<file path="src/pcl_pkg.sv">
// constants, register map and field layout of the port clock / loop block
// assumes a 100 MHz clock and a 32-bit classic wishbone register port
// Contract
// (RULE1) output 7 clock comes from channel code+1, field bits 6:4 of route_6_7
// (RULE2) output 6 clock comes from channel code+1, field bits 2:0 of route_6_7
// (RULE3) output 8 clock comes from channel code+1, field bits 2:0 of route_8
// (RULE4) time codes 00/01 need 16 or 32 consecutive valid loop patterns
// (RULE5) time codes 10/11 need the pattern valid for four or five seconds
// (RULE6) auto switch bit 0 enables remote loop set/release by line codes
// (RULE7) an active local loop suppresses automatic remote loop switching
// (RULE8) software never enables system and line auto switching together
// (RULE9) loop up or down detection may raise an interrupt when unmasked
// (RULE10) mask bits 4 and 3 gate the two transmit clock source events
// (RULE11) rail mode bit 1 picks single or dual rail receive toward framer
// (RULE12) rail mode bit 0 picks single or dual rail transmit from framer
// (RULE13) reserved bits read as zero and writes to them do nothing
package pcl_pkg;
    // register indices; byte address is four times the index
    localparam logic [7:0] IDX_ROUTE_6_7 = 8'hd5;
    localparam logic [7:0] IDX_ROUTE_8 = 8'hd6;
    localparam logic [7:0] IDX_DETECT_TIME = 8'hd7;
    localparam logic [7:0] IDX_AUTO_LOOP = 8'hd9;
    localparam logic [7:0] IDX_TX_CLK_MASK = 8'hdf;
    localparam logic [7:0] IDX_RAIL_MODE = 8'he1;
    localparam logic [7:0] IDX_LINE_MODE_0 = 8'he2;
    localparam logic [7:0] IDX_MASK_SIX = 8'he3;
    localparam logic [7:0] IDX_IRQ_STATUS = 8'he4;
    localparam logic [7:0] IDX_IRQ_CLEAR = 8'he5;
    localparam logic [7:0] IDX_IRQ_ENABLE = 8'he6;

    // reset values
    localparam logic [7:0] RST_ROUTE_6_7 = 8'h65;
    localparam logic [7:0] RST_ROUTE_8 = 8'h07;
    localparam logic [7:0] RST_ZERO = 8'h00;

    // writable bit masks, everything else is reserved
    localparam logic [7:0] WM_ROUTE_6_7 = 8'h77;
    localparam logic [7:0] WM_ROUTE_8 = 8'h07;
    localparam logic [7:0] WM_DETECT_TIME = 8'h30;
    localparam logic [7:0] WM_AUTO_LOOP = 8'h01;
    localparam logic [7:0] WM_TX_CLK_MASK = 8'h18;
    localparam logic [7:0] WM_RAIL_MODE = 8'h03;
    localparam logic [7:0] WM_LINE_MODE_0 = 8'h02;
    localparam logic [7:0] WM_IRQ = 8'h1b;

    // field positions
    localparam int SEL_W = 3;
    localparam int CH_N = 8;
    localparam int R6_LSB = 0;
    localparam int R7_LSB = 4;
    localparam int R8_LSB = 0;
    localparam int DT_LSB = 4;
    localparam int AUTO_BIT = 0;
    localparam int LOCAL_LOOP_BIT = 1;
    localparam int TX_RAIL_BIT = 0;
    localparam int RX_RAIL_BIT = 1;
    // interrupt layout: status, clear, enable and masks share it
    localparam int EV_UP = 0;
    localparam int EV_DOWN = 1;
    localparam int EV_TXA = 3;
    localparam int EV_TXB = 4;

    // detection time codes
    typedef enum logic [1:0] {
        PCL_DT_16 = 2'b00,
        PCL_DT_32 = 2'b01,
        PCL_DT_4S = 2'b10,
        PCL_DT_5S = 2'b11
    } pcl_dt_t;

    // qualification figures
    localparam int CNT_W = 13;
    localparam logic [CNT_W-1:0] PAT_COUNT_A = 13'h0010;
    localparam logic [CNT_W-1:0] PAT_COUNT_B = 13'h0020;
    localparam int TIME_A_S = 4;
    localparam int TIME_B_S = 5;
    localparam int MS_PER_S = 1000;
    localparam logic [CNT_W-1:0] MS_COUNT_A = CNT_W'(TIME_A_S * MS_PER_S);
    localparam logic [CNT_W-1:0] MS_COUNT_B = CNT_W'(TIME_B_S * MS_PER_S);
    localparam int CLK_HZ = 100_000_000;
    localparam int MS_CYCLES_DEF = CLK_HZ / MS_PER_S;
    localparam int TICK_W = 17;
endpackage

</file>
<file path="src/pcl_clk_sel.sv">
// registered eight to one selector for one recovered clock output
// assumes channel clocks are synchronous samples on clk_i
`timescale 1ns/1ps
module pcl_clk_sel (
    input wire logic clk_i,
    input wire logic rst_b_i,
    input wire logic [pcl_pkg::CH_N-1:0] ch_clk_i,
    input wire logic [pcl_pkg::SEL_W-1:0] sel_i,
    output logic clk_o
);
    import pcl_pkg::*;

    // code n picks channel n+1, which is bit n of the vector
    always_ff @(posedge clk_i or negedge rst_b_i) begin
        if (!rst_b_i) begin
            clk_o <= 1'b0;
        end else begin
            clk_o <= ch_clk_i[sel_i];
        end
    end
endmodule // pcl_clk_sel

</file>
<file path="src/pcl_regs.sv">
// port clock routing, in-band loop qualification and rail mode registers
// assumes a classic wishbone master and framer inputs synchronous to clk_i
`timescale 1ns/1ps
module pcl_regs #(
    parameter int MS_CYCLES = pcl_pkg::MS_CYCLES_DEF
) (
    input wire logic clk_i,
    input wire logic rst_b_i,
    input wire logic wb_cyc_i,
    input wire logic wb_stb_i,
    input wire logic wb_we_i,
    input wire logic [31:0] wb_adr_i,
    input wire logic [3:0] wb_sel_i,
    input wire logic [31:0] wb_dat_i,
    output logic [31:0] wb_dat_o,
    output logic wb_ack_o,
    input wire logic [pcl_pkg::CH_N-1:0] ch_clk_i,
    input wire logic inband_valid_i,
    input wire logic inband_up_i,
    input wire logic inband_strobe_i,
    input wire logic tx_clock_source_event_a_i,
    input wire logic tx_clock_source_event_b_i,
    output logic recovered_clock_out_6_o,
    output logic recovered_clock_out_7_o,
    output logic recovered_clock_out_8_o,
    output logic rx_dual_rail_sel_o,
    output logic tx_dual_rail_sel_o,
    output logic remote_loop_o,
    output logic irq_o
);
    import pcl_pkg::*;

    ////////////////////////////////////////////////////////////////////////
    // register bus decode

    logic [7:0] route_6_7_q;
    logic [7:0] route_8_q;
    logic [7:0] detect_time_q;
    logic [7:0] auto_loop_q;
    logic [7:0] tx_clk_mask_q;
    logic [7:0] rail_mode_q;
    logic [7:0] line_mode_0_q;
    logic [7:0] mask_six_q;
    logic [7:0] irq_status_q;
    logic [7:0] irq_status_d;
    logic [7:0] irq_enable_q;
    logic [7:0] irq_clear;
    logic [7:0] ev_set;
    logic [7:0] rd_byte;
    logic [7:0] idx;
    logic access;
    logic wr;
    logic [7:0] wdat;
    logic [7:0] wm_mask_six;

    // mask six only covers the loop up and down events; the transmit
    // clock events have their own mask, so a stray bit here must not block
    assign wm_mask_six = WM_IRQ & ~WM_TX_CLK_MASK;

    // ack drops for a cycle after each answer; a held request is answered again every other cycle
    assign access = wb_cyc_i & wb_stb_i & ~wb_ack_o;
    assign idx = wb_adr_i[9:2];
    assign wr = access & wb_we_i & wb_sel_i[0] & (wb_adr_i[31:10] == 22'h0);
    assign wdat = wb_dat_i[7:0];

    // reserved bits come back as zero [RULE13]
    assign rd_byte =
        (wb_adr_i[31:10] != 22'h0) ? RST_ZERO :
        (idx == IDX_ROUTE_6_7) ? route_6_7_q :
        (idx == IDX_ROUTE_8) ? route_8_q :
        (idx == IDX_DETECT_TIME) ? detect_time_q :
        (idx == IDX_AUTO_LOOP) ? auto_loop_q :
        (idx == IDX_TX_CLK_MASK) ? tx_clk_mask_q :
        (idx == IDX_RAIL_MODE) ? rail_mode_q :
        (idx == IDX_LINE_MODE_0) ? line_mode_0_q :
        (idx == IDX_MASK_SIX) ? mask_six_q :
        (idx == IDX_IRQ_STATUS) ? irq_status_q :
        (idx == IDX_IRQ_ENABLE) ? irq_enable_q : RST_ZERO;

    // ack one cycle after the strobe; unmapped reads return zero
    always_ff @(posedge clk_i or negedge rst_b_i) begin
        if (!rst_b_i) begin
            wb_ack_o <= 1'b0;
            wb_dat_o <= 32'h0000_0000;
        end else begin
            wb_ack_o <= access;
            wb_dat_o <= access ? {24'h00_0000, rd_byte} : 32'h0000_0000;
        end
    end

    ////////////////////////////////////////////////////////////////////////
    // control registers; only writable bits are stored [RULE13]

    always_ff @(posedge clk_i or negedge rst_b_i) begin
        if (!rst_b_i) begin
            route_6_7_q <= RST_ROUTE_6_7;
            route_8_q <= RST_ROUTE_8;
            detect_time_q <= RST_ZERO;
            auto_loop_q <= RST_ZERO;
            tx_clk_mask_q <= RST_ZERO;
            rail_mode_q <= RST_ZERO;
            line_mode_0_q <= RST_ZERO;
            mask_six_q <= RST_ZERO;
            irq_enable_q <= RST_ZERO;
        end else if (wr) begin
            if (idx == IDX_ROUTE_6_7) route_6_7_q <= wdat & WM_ROUTE_6_7;
            if (idx == IDX_ROUTE_8) route_8_q <= wdat & WM_ROUTE_8;
            if (idx == IDX_DETECT_TIME) detect_time_q <= wdat & WM_DETECT_TIME;
            if (idx == IDX_AUTO_LOOP) auto_loop_q <= wdat & WM_AUTO_LOOP;
            if (idx == IDX_TX_CLK_MASK) tx_clk_mask_q <= wdat & WM_TX_CLK_MASK;
            if (idx == IDX_RAIL_MODE) rail_mode_q <= wdat & WM_RAIL_MODE;
            if (idx == IDX_LINE_MODE_0) line_mode_0_q <= wdat & WM_LINE_MODE_0;
            if (idx == IDX_MASK_SIX) mask_six_q <= wdat & wm_mask_six;
            if (idx == IDX_IRQ_ENABLE) irq_enable_q <= wdat & WM_IRQ;
        end
    end

    ////////////////////////////////////////////////////////////////////////
    // recovered clock routing

    logic [SEL_W-1:0] sel_vec [3];
    logic [2:0] rclk;

    assign sel_vec[0] = route_6_7_q[R6_LSB +: SEL_W]; // [RULE2]
    assign sel_vec[1] = route_6_7_q[R7_LSB +: SEL_W]; // [RULE1]
    assign sel_vec[2] = route_8_q[R8_LSB +: SEL_W]; // [RULE3]

    // one registered selector per output
    for (genvar g = 0; g < 3; g++) begin : g_rclk
        pcl_clk_sel u_sel (
            .clk_i(clk_i),
            .rst_b_i(rst_b_i),
            .ch_clk_i(ch_clk_i),
            .sel_i(sel_vec[g]),
            .clk_o(rclk[g])
        );
    end

    assign recovered_clock_out_6_o = rclk[0];
    assign recovered_clock_out_7_o = rclk[1];
    assign recovered_clock_out_8_o = rclk[2];

    // rail mode outputs straight from the register
    assign rx_dual_rail_sel_o = rail_mode_q[RX_RAIL_BIT]; // [RULE11]
    assign tx_dual_rail_sel_o = rail_mode_q[TX_RAIL_BIT]; // [RULE12]

    ////////////////////////////////////////////////////////////////////////
    // in-band loop code qualification

    typedef enum logic [1:0] {
        PCL_Q_IDLE = 2'b00,
        PCL_Q_COUNT = 2'b01,
        PCL_Q_DONE = 2'b10
    } pcl_q_t;

    pcl_q_t q_state_q;
    pcl_q_t q_state_d;
    logic [TICK_W-1:0] tick_cnt_q;
    logic ms_tick;
    logic [CNT_W-1:0] qual_cnt_q;
    logic [CNT_W-1:0] qual_cnt_d;
    logic [CNT_W-1:0] target;
    logic kind_q;
    logic time_mode;
    logic step;
    logic reached;
    logic detect;
    pcl_dt_t dt_sel;

    assign dt_sel = pcl_dt_t'(detect_time_q[DT_LSB +: 2]);
    assign time_mode = dt_sel[1];
    // pattern modes count strobes, time modes count milliseconds
    assign target = (dt_sel == PCL_DT_16) ? PAT_COUNT_A : // [RULE4]
                    (dt_sel == PCL_DT_32) ? PAT_COUNT_B : // [RULE4]
                    (dt_sel == PCL_DT_4S) ? MS_COUNT_A : // [RULE5]
                    MS_COUNT_B; // [RULE5]
    assign step = time_mode ? ms_tick : inband_strobe_i;
    assign reached = (qual_cnt_q + CNT_W'(1)) >= target;
    assign ms_tick = (tick_cnt_q == TICK_W'(MS_CYCLES - 1));

    // millisecond divider held at zero outside the count state; restarts with each qualification
    // so a time figure is never short by more than one tick
    always_ff @(posedge clk_i or negedge rst_b_i) begin
        if (!rst_b_i) begin
            tick_cnt_q <= '0;
        end else if (ms_tick || q_state_q != PCL_Q_COUNT) begin
            tick_cnt_q <= '0;
        end else begin
            tick_cnt_q <= tick_cnt_q + TICK_W'(1);
        end
    end

    // a gap in validity or a change of code kind restarts the count
    always_comb begin
        q_state_d = q_state_q;
        qual_cnt_d = qual_cnt_q;
        detect = 1'b0;
        case (q_state_q)
            PCL_Q_IDLE: begin
                qual_cnt_d = '0;
                if (inband_valid_i) q_state_d = PCL_Q_COUNT;
            end
            PCL_Q_COUNT: begin
                if (!inband_valid_i || inband_up_i != kind_q) begin
                    q_state_d = PCL_Q_IDLE;
                end else if (step && reached) begin
                    detect = 1'b1; // [RULE4] [RULE5]
                    q_state_d = PCL_Q_DONE;
                end else if (step) begin
                    qual_cnt_d = qual_cnt_q + CNT_W'(1);
                end
            end
            PCL_Q_DONE: begin
                // one detection per run of valid code
                if (!inband_valid_i || inband_up_i != kind_q) begin
                    q_state_d = PCL_Q_IDLE;
                end
            end
            default: q_state_d = PCL_Q_IDLE;
        endcase
    end

    always_ff @(posedge clk_i or negedge rst_b_i) begin
        if (!rst_b_i) begin
            q_state_q <= PCL_Q_IDLE;
            qual_cnt_q <= '0;
            kind_q <= 1'b0;
        end else begin
            q_state_q <= q_state_d;
            qual_cnt_q <= qual_cnt_d;
            if (q_state_q == PCL_Q_IDLE) kind_q <= inband_up_i;
        end
    end

    ////////////////////////////////////////////////////////////////////////
    // automatic remote loop

    logic auto_ok;

    // software keeps the system side enable off while this one is set
    // [RULE8]
    assign auto_ok = auto_loop_q[AUTO_BIT] & // [RULE6]
                     ~line_mode_0_q[LOCAL_LOOP_BIT]; // [RULE7]

    always_ff @(posedge clk_i or negedge rst_b_i) begin
        if (!rst_b_i) begin
            remote_loop_o <= 1'b0;
        end else if (!auto_ok) begin
            remote_loop_o <= 1'b0; // [RULE6] [RULE7]
        end else if (detect) begin
            remote_loop_o <= kind_q; // up closes, down releases [RULE6]
        end
    end

    ////////////////////////////////////////////////////////////////////////
    // interrupts: sticky status, write one to clear, set wins

    always_comb begin
        ev_set = 8'h00;
        ev_set[EV_UP] = detect & kind_q;
        ev_set[EV_DOWN] = detect & ~kind_q;
        ev_set[EV_TXA] = tx_clock_source_event_a_i;
        ev_set[EV_TXB] = tx_clock_source_event_b_i;
    end

    assign irq_clear = (wr && idx == IDX_IRQ_CLEAR) ? (wdat & WM_IRQ) : 8'h00;
    assign irq_status_d = (irq_status_q & ~irq_clear) | ev_set;

    always_ff @(posedge clk_i or negedge rst_b_i) begin
        if (!rst_b_i) begin
            irq_status_q <= RST_ZERO;
            irq_o <= 1'b0;
        end else begin
            irq_status_q <= irq_status_d;
            // mask bit 1 blocks; loop events via mask six [RULE9] [RULE10]
            irq_o <= |(irq_status_q & irq_enable_q & ~tx_clk_mask_q &
                       ~mask_six_q);
        end
    end
endmodule // pcl_regs

</file>
<file path="config.mk">
export PLATFORM = sky130hd
export DESIGN_NAME = pcl_regs
export DESIGN_NICKNAME = d
export VERILOG_FILES = /design/src/pcl_pkg.sv /design/src/pcl_clk_sel.sv /design/src/pcl_regs.sv
export SDC_FILE = /design/constraint.sdc
export NUM_CORES = 1
export LEC_CHECK = 0
export BUFFER_PORTS_ARGS = -buffer_cell sky130_fd_sc_hd__buf_2
export CORE_MARGIN = 8
export CORE_UTILIZATION = 50
export DETAILED_ROUTE_END_ITERATION = 16
export PLACE_DENSITY = 0.84
export SETUP_SLACK_MARGIN = 0.3
export SYNTH_ARGS = -nofsm -noshare
export SYNTH_HDL_FRONTEND = slang
export SYNTH_HIERARCHICAL = 1
export SYNTH_SLANG_ARGS = --single-unit
</file>
<file path="constraint.sdc">
create_clock -name clk_i -period 8.6 [get_ports clk_i]
set_input_delay 1.72 -clock clk_i [delete_from_list [all_inputs] [get_ports clk_i]]
set_output_delay 1.72 -clock clk_i [all_outputs]
set_load 0.005 [all_outputs]
</file>
**Yosys cells after proc, flatten, opt, wreduce, memory -nomap -nowiden**

Cells that the tools add are included.

- Mux-type cells: 38
- Eq/ne operators: 25
- $add $sub $neg: 2
- Reductions and logical operators: 22
- $lt $le $gt $ge: 4
- Bitwise operators: 19

Operators with widths:

| operator | count |
|---|---|
| equality test 8 bit (second input constant) | 11 |
| two-way mux 8 bit | 11 |
| two-way mux 13 bit | 6 |
| one-hot mux 13 bit (2 select lines) | 1 |
| bitwise AND 8 bit | 3 |
| logical NOT 22 bit | 1 |
| nonzero test 22 bit | 1 |
| AND reduction 2 bit | 9 |
| adder 17 x 1 -> 17 bit (second input constant) | 1 |
| equality test 17 bit (second input constant) | 1 |
| two-way mux 17 bit | 1 |
| inverter 5 -> 8 bit | 2 |
| adder 13 x 1 -> 13 bit (second input constant) | 1 |
| >= comparator 13 bit | 1 |
| less-than comparator 3 x 4 -> 1 bit (second input constant) | 3 |
| inequality test 2 bit (second input constant) | 6 |
| two-way mux 5 bit | 2 |
| binary-select mux 1 bit (select 3 bit) | 3 |
| two-way mux 1 bit | 9 |
| bitwise AND 1 bit | 8 |
| bitwise AND 8 x 5 -> 8 bit | 1 |
| two-way mux 2 bit | 4 |
| inverter 2 -> 8 bit | 1 |
| bitwise OR 8 x 5 -> 8 bit | 1 |
| 15 further kinds | 22 |

- Flip-flop bits (word level): 78
- Input bits: 86

**Depth between registers and ports, before layout**

- Depth after elaboration: 13
- Depth in mapped cells: 13
- Gate-level depth less buffers: 12

**Hierarchy**

The synthesis kept the hierarchy.

By module, submodules not included:

| module | seq. area each (µm²) | times used | area each (µm²) | cells each |
|---|---|---|---|---|
| pcl_regs | 1760.4 | 1 | 4231.6 | 448 |
| pcl_clk_sel | 25.0 | 3 | 88.8 | 4 |

**Worst setup path before layout**

OpenSTA, ideal clock, no wires.

- Path kind: in2reg
- Start: in wb_adr_i[25]
- End: reg mask_six_q[0]
- Required time: 8.475 ns
- Path buffers: 0
- Slack: 4.941 ns
- Stages on the path: 6
- Data arrival time: 3.534 ns
- Cells stage by stage: or4_4 or3_1 nor3_2 and2_1 and3_1 mux2_2

- Word-level cells in the longest chain between the ends: 3

RTL lines:

| element | line | source |
|---|---|---|
| start, declared | pcl_regs.sv:12 | `input wire logic [31:0] wb_adr_i,` |
| logical NOT 22 bit | pcl_regs.sv:63 | `assign wr = access & wb_we_i & wb_sel_i[0] & (wb_adr_i[31:10] == 22'h0);` |
| bitwise AND 1 bit | pcl_regs.sv:63 |  |
| AND reduction 2 bit (no source line) | n/a |  |
| end signal, assigned | pcl_regs.sv:113 | `if (idx == IDX_MASK_SIX) mask_six_q <= wdat & wm_mask_six;` |
| end, declared | pcl_regs.sv:43 | `logic [7:0] mask_six_q;` |

Every way passes these cells.
A chain may end at the register's enable or synchronous reset.

**Worst setup path after layout**

- Start: reg qual_cnt_q[0]
- End: reg qual_cnt_q[3]

- Word-level cells in the longest chain between the ends: 5
- Elaborated cells between the ends (all ways): 9
- Classes of those cells: add/sub: 1; order compare: 1; eq/ne: 1; mux: 4; reduce/logical: 2

RTL lines:

| element | line | source |
|---|---|---|
| start, declared | pcl_regs.sv:160 | `logic [CNT_W-1:0] qual_cnt_q;` |
| start signal, assigned | pcl_regs.sv:230 | `qual_cnt_q <= qual_cnt_d;` |
| adder 13 x 1 -> 13 bit (*) | pcl_regs.sv:178, pcl_regs.sv:210 |  |
| >= comparator 13 bit / two-way mux 13 bit (equally long branches) | pcl_regs.sv:178, pcl_regs.sv:209 |  |
| logical AND 1 bit / two-way mux 13 bit (equally long branches) | pcl_regs.sv:206 | `end else if (step && reached) begin` |
| inequality test 2 bit (no source line) / two-way mux 13 bit (equally long branches) | n/a |  |
| AND reduction 4 bit (no source line) / one-hot mux 13 bit (2 select lines) (equally long branches) | n/a |  |

Every way passes the cells marked *; elsewhere a longest branch is shown, timed or not. The select of a mux whose other input is x is not followed.

==> impl_results.md <==
- Commonest cells after routing, fill and taps aside: buf_2 (70), dfrtp_1 (66), nand2_1 (55)
- DR iter-0 viols: 294
- Max-cap violations: 0
- Post-synthesis sequential area ratio: 40.81%
- Max_slew headroom: between 30% and 40%
- Seq pwr share: 55.4%
- CP startpoint kind: register
- CP Launch Point: qual_cnt_q[0]
- Crit end category: register
- Detailed Routing Iterations Pass 1: 6
- Final setup viols: 0
- Crit-path cells: ha_1 -> nand3_1 -> nor3_1 -> nand3_1 -> xnor2_1 -> ha_1 -> a21oi_1 -> o21ai_0 -> nor4_2 -> buf_4 -> and2_0 -> o211ai_1
- Num CTS Buffers: 9
- Top_reg_cell synth: dfrtp_1
- Placed insts: slightly above 600
- CP required: around 8.8 ns
- Worst Path Arrival: approximately 4.7 ns
- PwrDens: between 100 and 150 mW/mm²
- Yosys Warn Count: 6
- Slew at the pin closest to its max-slew limit: between 0.9 and 1 ns
- Net Sw Frac: between 20% and 30%
- Seq cells post-synth: between 70 and 80
- Initial core utilization: approximately half
- Gr usage total: 16.91%
- Drt drc: 0
- Clock power share: between 30% and 40%
- Clk_lat worst skew: 0.35 ns
- Sw Pwr: approximately 0.16 mW
- I/O Buffers: 70
- Final nets: 627
- Setup_tns: 0 ns
- Antenna viol nets, final: 0
- Vias per cell: between 5 and 6
- Final worst setup slack: 4.089 ns
- VDD IR max: between 0.07 and 0.08 mV
- Combinational power share: under 10%
- Clock period minus worst slack: around 4.5 ns
- Syn_area_per_cell: a little under 10 µm²
- Vertical die dimension: about 110 µm
- Initial antenna violation count: 0
- Reg2reg start: qual_cnt_q[0]
- Clock tree sinks: 73
- Pin count of the biggest net entering global routing: 74
- Bufs on Longest Clock Path: 2
- Fraction of layout cells with a size suffix above 1: roughly 25%
- TritonCTS clock tree: yes
- Layout area overhead: 10.99%
- Worst-path clk slew: approximately 0.070 ns
- Pre-CTS WS: 4.191 ns
- Commonest non-fill, non-tap cell in the layout: buf_2
- Number of cells in the finished layout apart from fillers: roughly 640
- Yosys cell types: 62
- Max-slew violations: 0
- Syn Std Cell Area: roughly 0.0045 mm²
- Multi-input logic area: between 0.002 and 0.0025 mm²
- Grt ovf: 0
- Die X: ~110 µm
- Hpwl dp: ~7500 µm
- Core footprint: a little under 0.009 mm²
- Hold Buf Count CTS: 0
- RSZ-0062 raised after global routing: no
- Post-Synthesis Cells: 460
- Min-delay src: tick_cnt_q[0]
- Status: completed
- GP Congestion: 0.9388
- Critical path's slowest cell: nor4_2
- Final Hold Vio Count: 0
- Critical path type: reg2reg
- Number of filler cells placed in the layout: between 700 and 800
- Worst stage delay on the critical path: roughly 0.8 ns
- Asr flop ratio synth: between 90% and 100%
- Vias: 3610
- H-tree depth: 3
- FF+latch area: roughly 0.0018 mm²
- Vias in the first global route: between 3k and 4k
- Number of synthesized flops with an enable pin: 0
- Min-delay worst type: reg2reg
- Antenna cells: 0
- Top Ports: ~130
- First-pass GRT wire length: 17540 µm
- Lkg Pwr: approximately 2.3 nW
- CTS resizes: 0
- Post-CTS setup buffers: 0
- Achievable Freq: about 0.22 GHz
- CP Max Fanout: 12
- Die area: between 0.01 and 0.015 mm²
- Internal power: between 0.4 and 0.5 mW
- Routed wire length: slightly above 10000 µm
- Site row count: 34
- Final period util: 52.46%
- WL per Instance: around 16 µm
- Root buffer cell: clkbuf_8
- Clock Skew: about 0.0095 ns
state kept, by name, indices dropped and copies added (netlist names), 3 cells and up:
signal              count
irq_status_q            4
irq_enable_q            4
qual_cnt_q             13
g_rclk.u_sel/clk_o      3
route_8_q               3
route_6_7_q             6
wb_dat_o                7
tick_cnt_q             17
layer usage:
layer	track usage (%)	part of all wire, %	vias to the layer above
met3	4.708	5.6	22
met2	28.86	51	109
met4	4.865	1.3	0
li1	-	-	1721
met5	0	0	-
met1	20.22	42	1758
power groups by stage:
stage	combinational (mW)	sequential, mW	clock, mW
floorplan	0.0319	0.356	0
global placement	0.0477	0.358	0
detailed placement	0.0492	0.359	0
CTS	0.0494	0.352	0.237
global route	0.0565	0.353	0.253
finish	0.0495	0.352	0.234
cell usage after synthesis (2+ instances only):
library cell / count / area share [%]
mux2_2: 24 / 6.0
nand2_1: 55 / 4.6
o211ai_1: 4 / 0.67
and4_1: 3 / 0.58
or2_2: 3 / 0.42
and3_1: 7 / 0.97
nand4_1: 11 / 1.5
nor4b_1: 3 / 0.58
nand3_1: 22 / 2.4
a21oi_1: 13 / 1.4
nor2_1: 36 / 3.0
inv_1: 16 / 1.3
mux4_1: 6 / 3.5
mux2i_1: 6 / 1.3
and4b_1: 2 / 0.45
ha_1: 16 / 4.5
buf_4: 26 / 4.3
a21o_1: 2 / 0.33
a31oi_1: 2 / 0.28
nand2b_1: 3 / 0.42
a211o_1: 2 / 0.39
a22oi_1: 2 / 0.33
a311o_1: 2 / 0.45
xor2_1: 13 / 2.5
buf_2: 2 / 0.22
buf_1: 2 / 0.17
o311ai_0: 3 / 0.58
a221o_1: 2 / 0.45
o21ai_0: 7 / 0.78
a22o_1: 3 / 0.58
a221oi_1: 2 / 0.39
nor2b_1: 10 / 1.4
or3_1: 2 / 0.28
dfrtp_1: 66 / 37
dfstp_2: 7 / 4.1
nor4_1: 6 / 0.83
nor3_1: 10 / 1.1
nand3b_1: 4 / 0.67
o22ai_1: 2 / 0.28
clkbuf_1: 11 / 0.92
xnor2_1: 14 / 2.7
a31o_2: 4 / 0.78
and2_1: 4 / 0.56
or4_4: 2 / 0.50
path summary, 6_finish.rpt:
path                                         end  slack, ns  depth (start not counted)
setup / recovery                   qual_cnt_q[3]       4.09                         12
hold / removal                     tick_cnt_q[0]       0.51                          1
setup reg to reg                   qual_cnt_q[3]       4.09                         12
hold reg to reg                    tick_cnt_q[0]       0.51                          1
max in group asynchronous          remote_loop_o       6.42                          2
min in group asynchronous  g_rclk[2].u_sel/clk_o       1.58                          2
kinds of logic (layout without fill, tap and decap cells):
logic type	Yosys count	after routing	synth area share, %
AO/OA/AOI/OAI	57	57	9.124
XOR/XNOR	27	27	5.257
adder cells (fa/ha/maj)	16	16	4.451
buffers and inverters	58	103	7.232
flip-flops	73	73	40.81
multiplexers	36	36	10.85
other	1	25	0.08337
AND/OR/NAND/NOR	192	192	22.20
through the flow:
stage          power (mW)  cell area [µm²]  utilization, %  hold slack [ns]
2_1_floorplan      0.3877             4588               -           0.4549
3_3_place_gp       0.4057             4830           55.38           0.4711
3_5_place_dp       0.4080             4830           55.38           0.4994
4_1_cts            0.6383             4992           57.25           0.5090
5_1_grt            0.6625             4992           57.25           0.5321
6_report           0.6362             4992           57.25           0.5060
worst max-delay path, delay by kind of cell, from the launching register on:
kind | cells | cell delay (ns)
and+or+nand+nor | 5 | 2.27
xor gates and xnor gates | 1 | 0.26
DFF | 1 | 0.46
adders and majority gates | 2 | 0.57
buffers and inverters | 1 | 0.32
AOI/OAI and AO/OA | 3 | 0.49
final cells by class:
type	count	area share, %
sequential	73	36.77
clock buffer	12	2.907
tap	108	2.707
multi-input combinational	353	48.75
inverter	16	1.203
timing repair buffer	72	7.318
clock inverter	3	0.3509
Power figures use the tool's default switching activity.
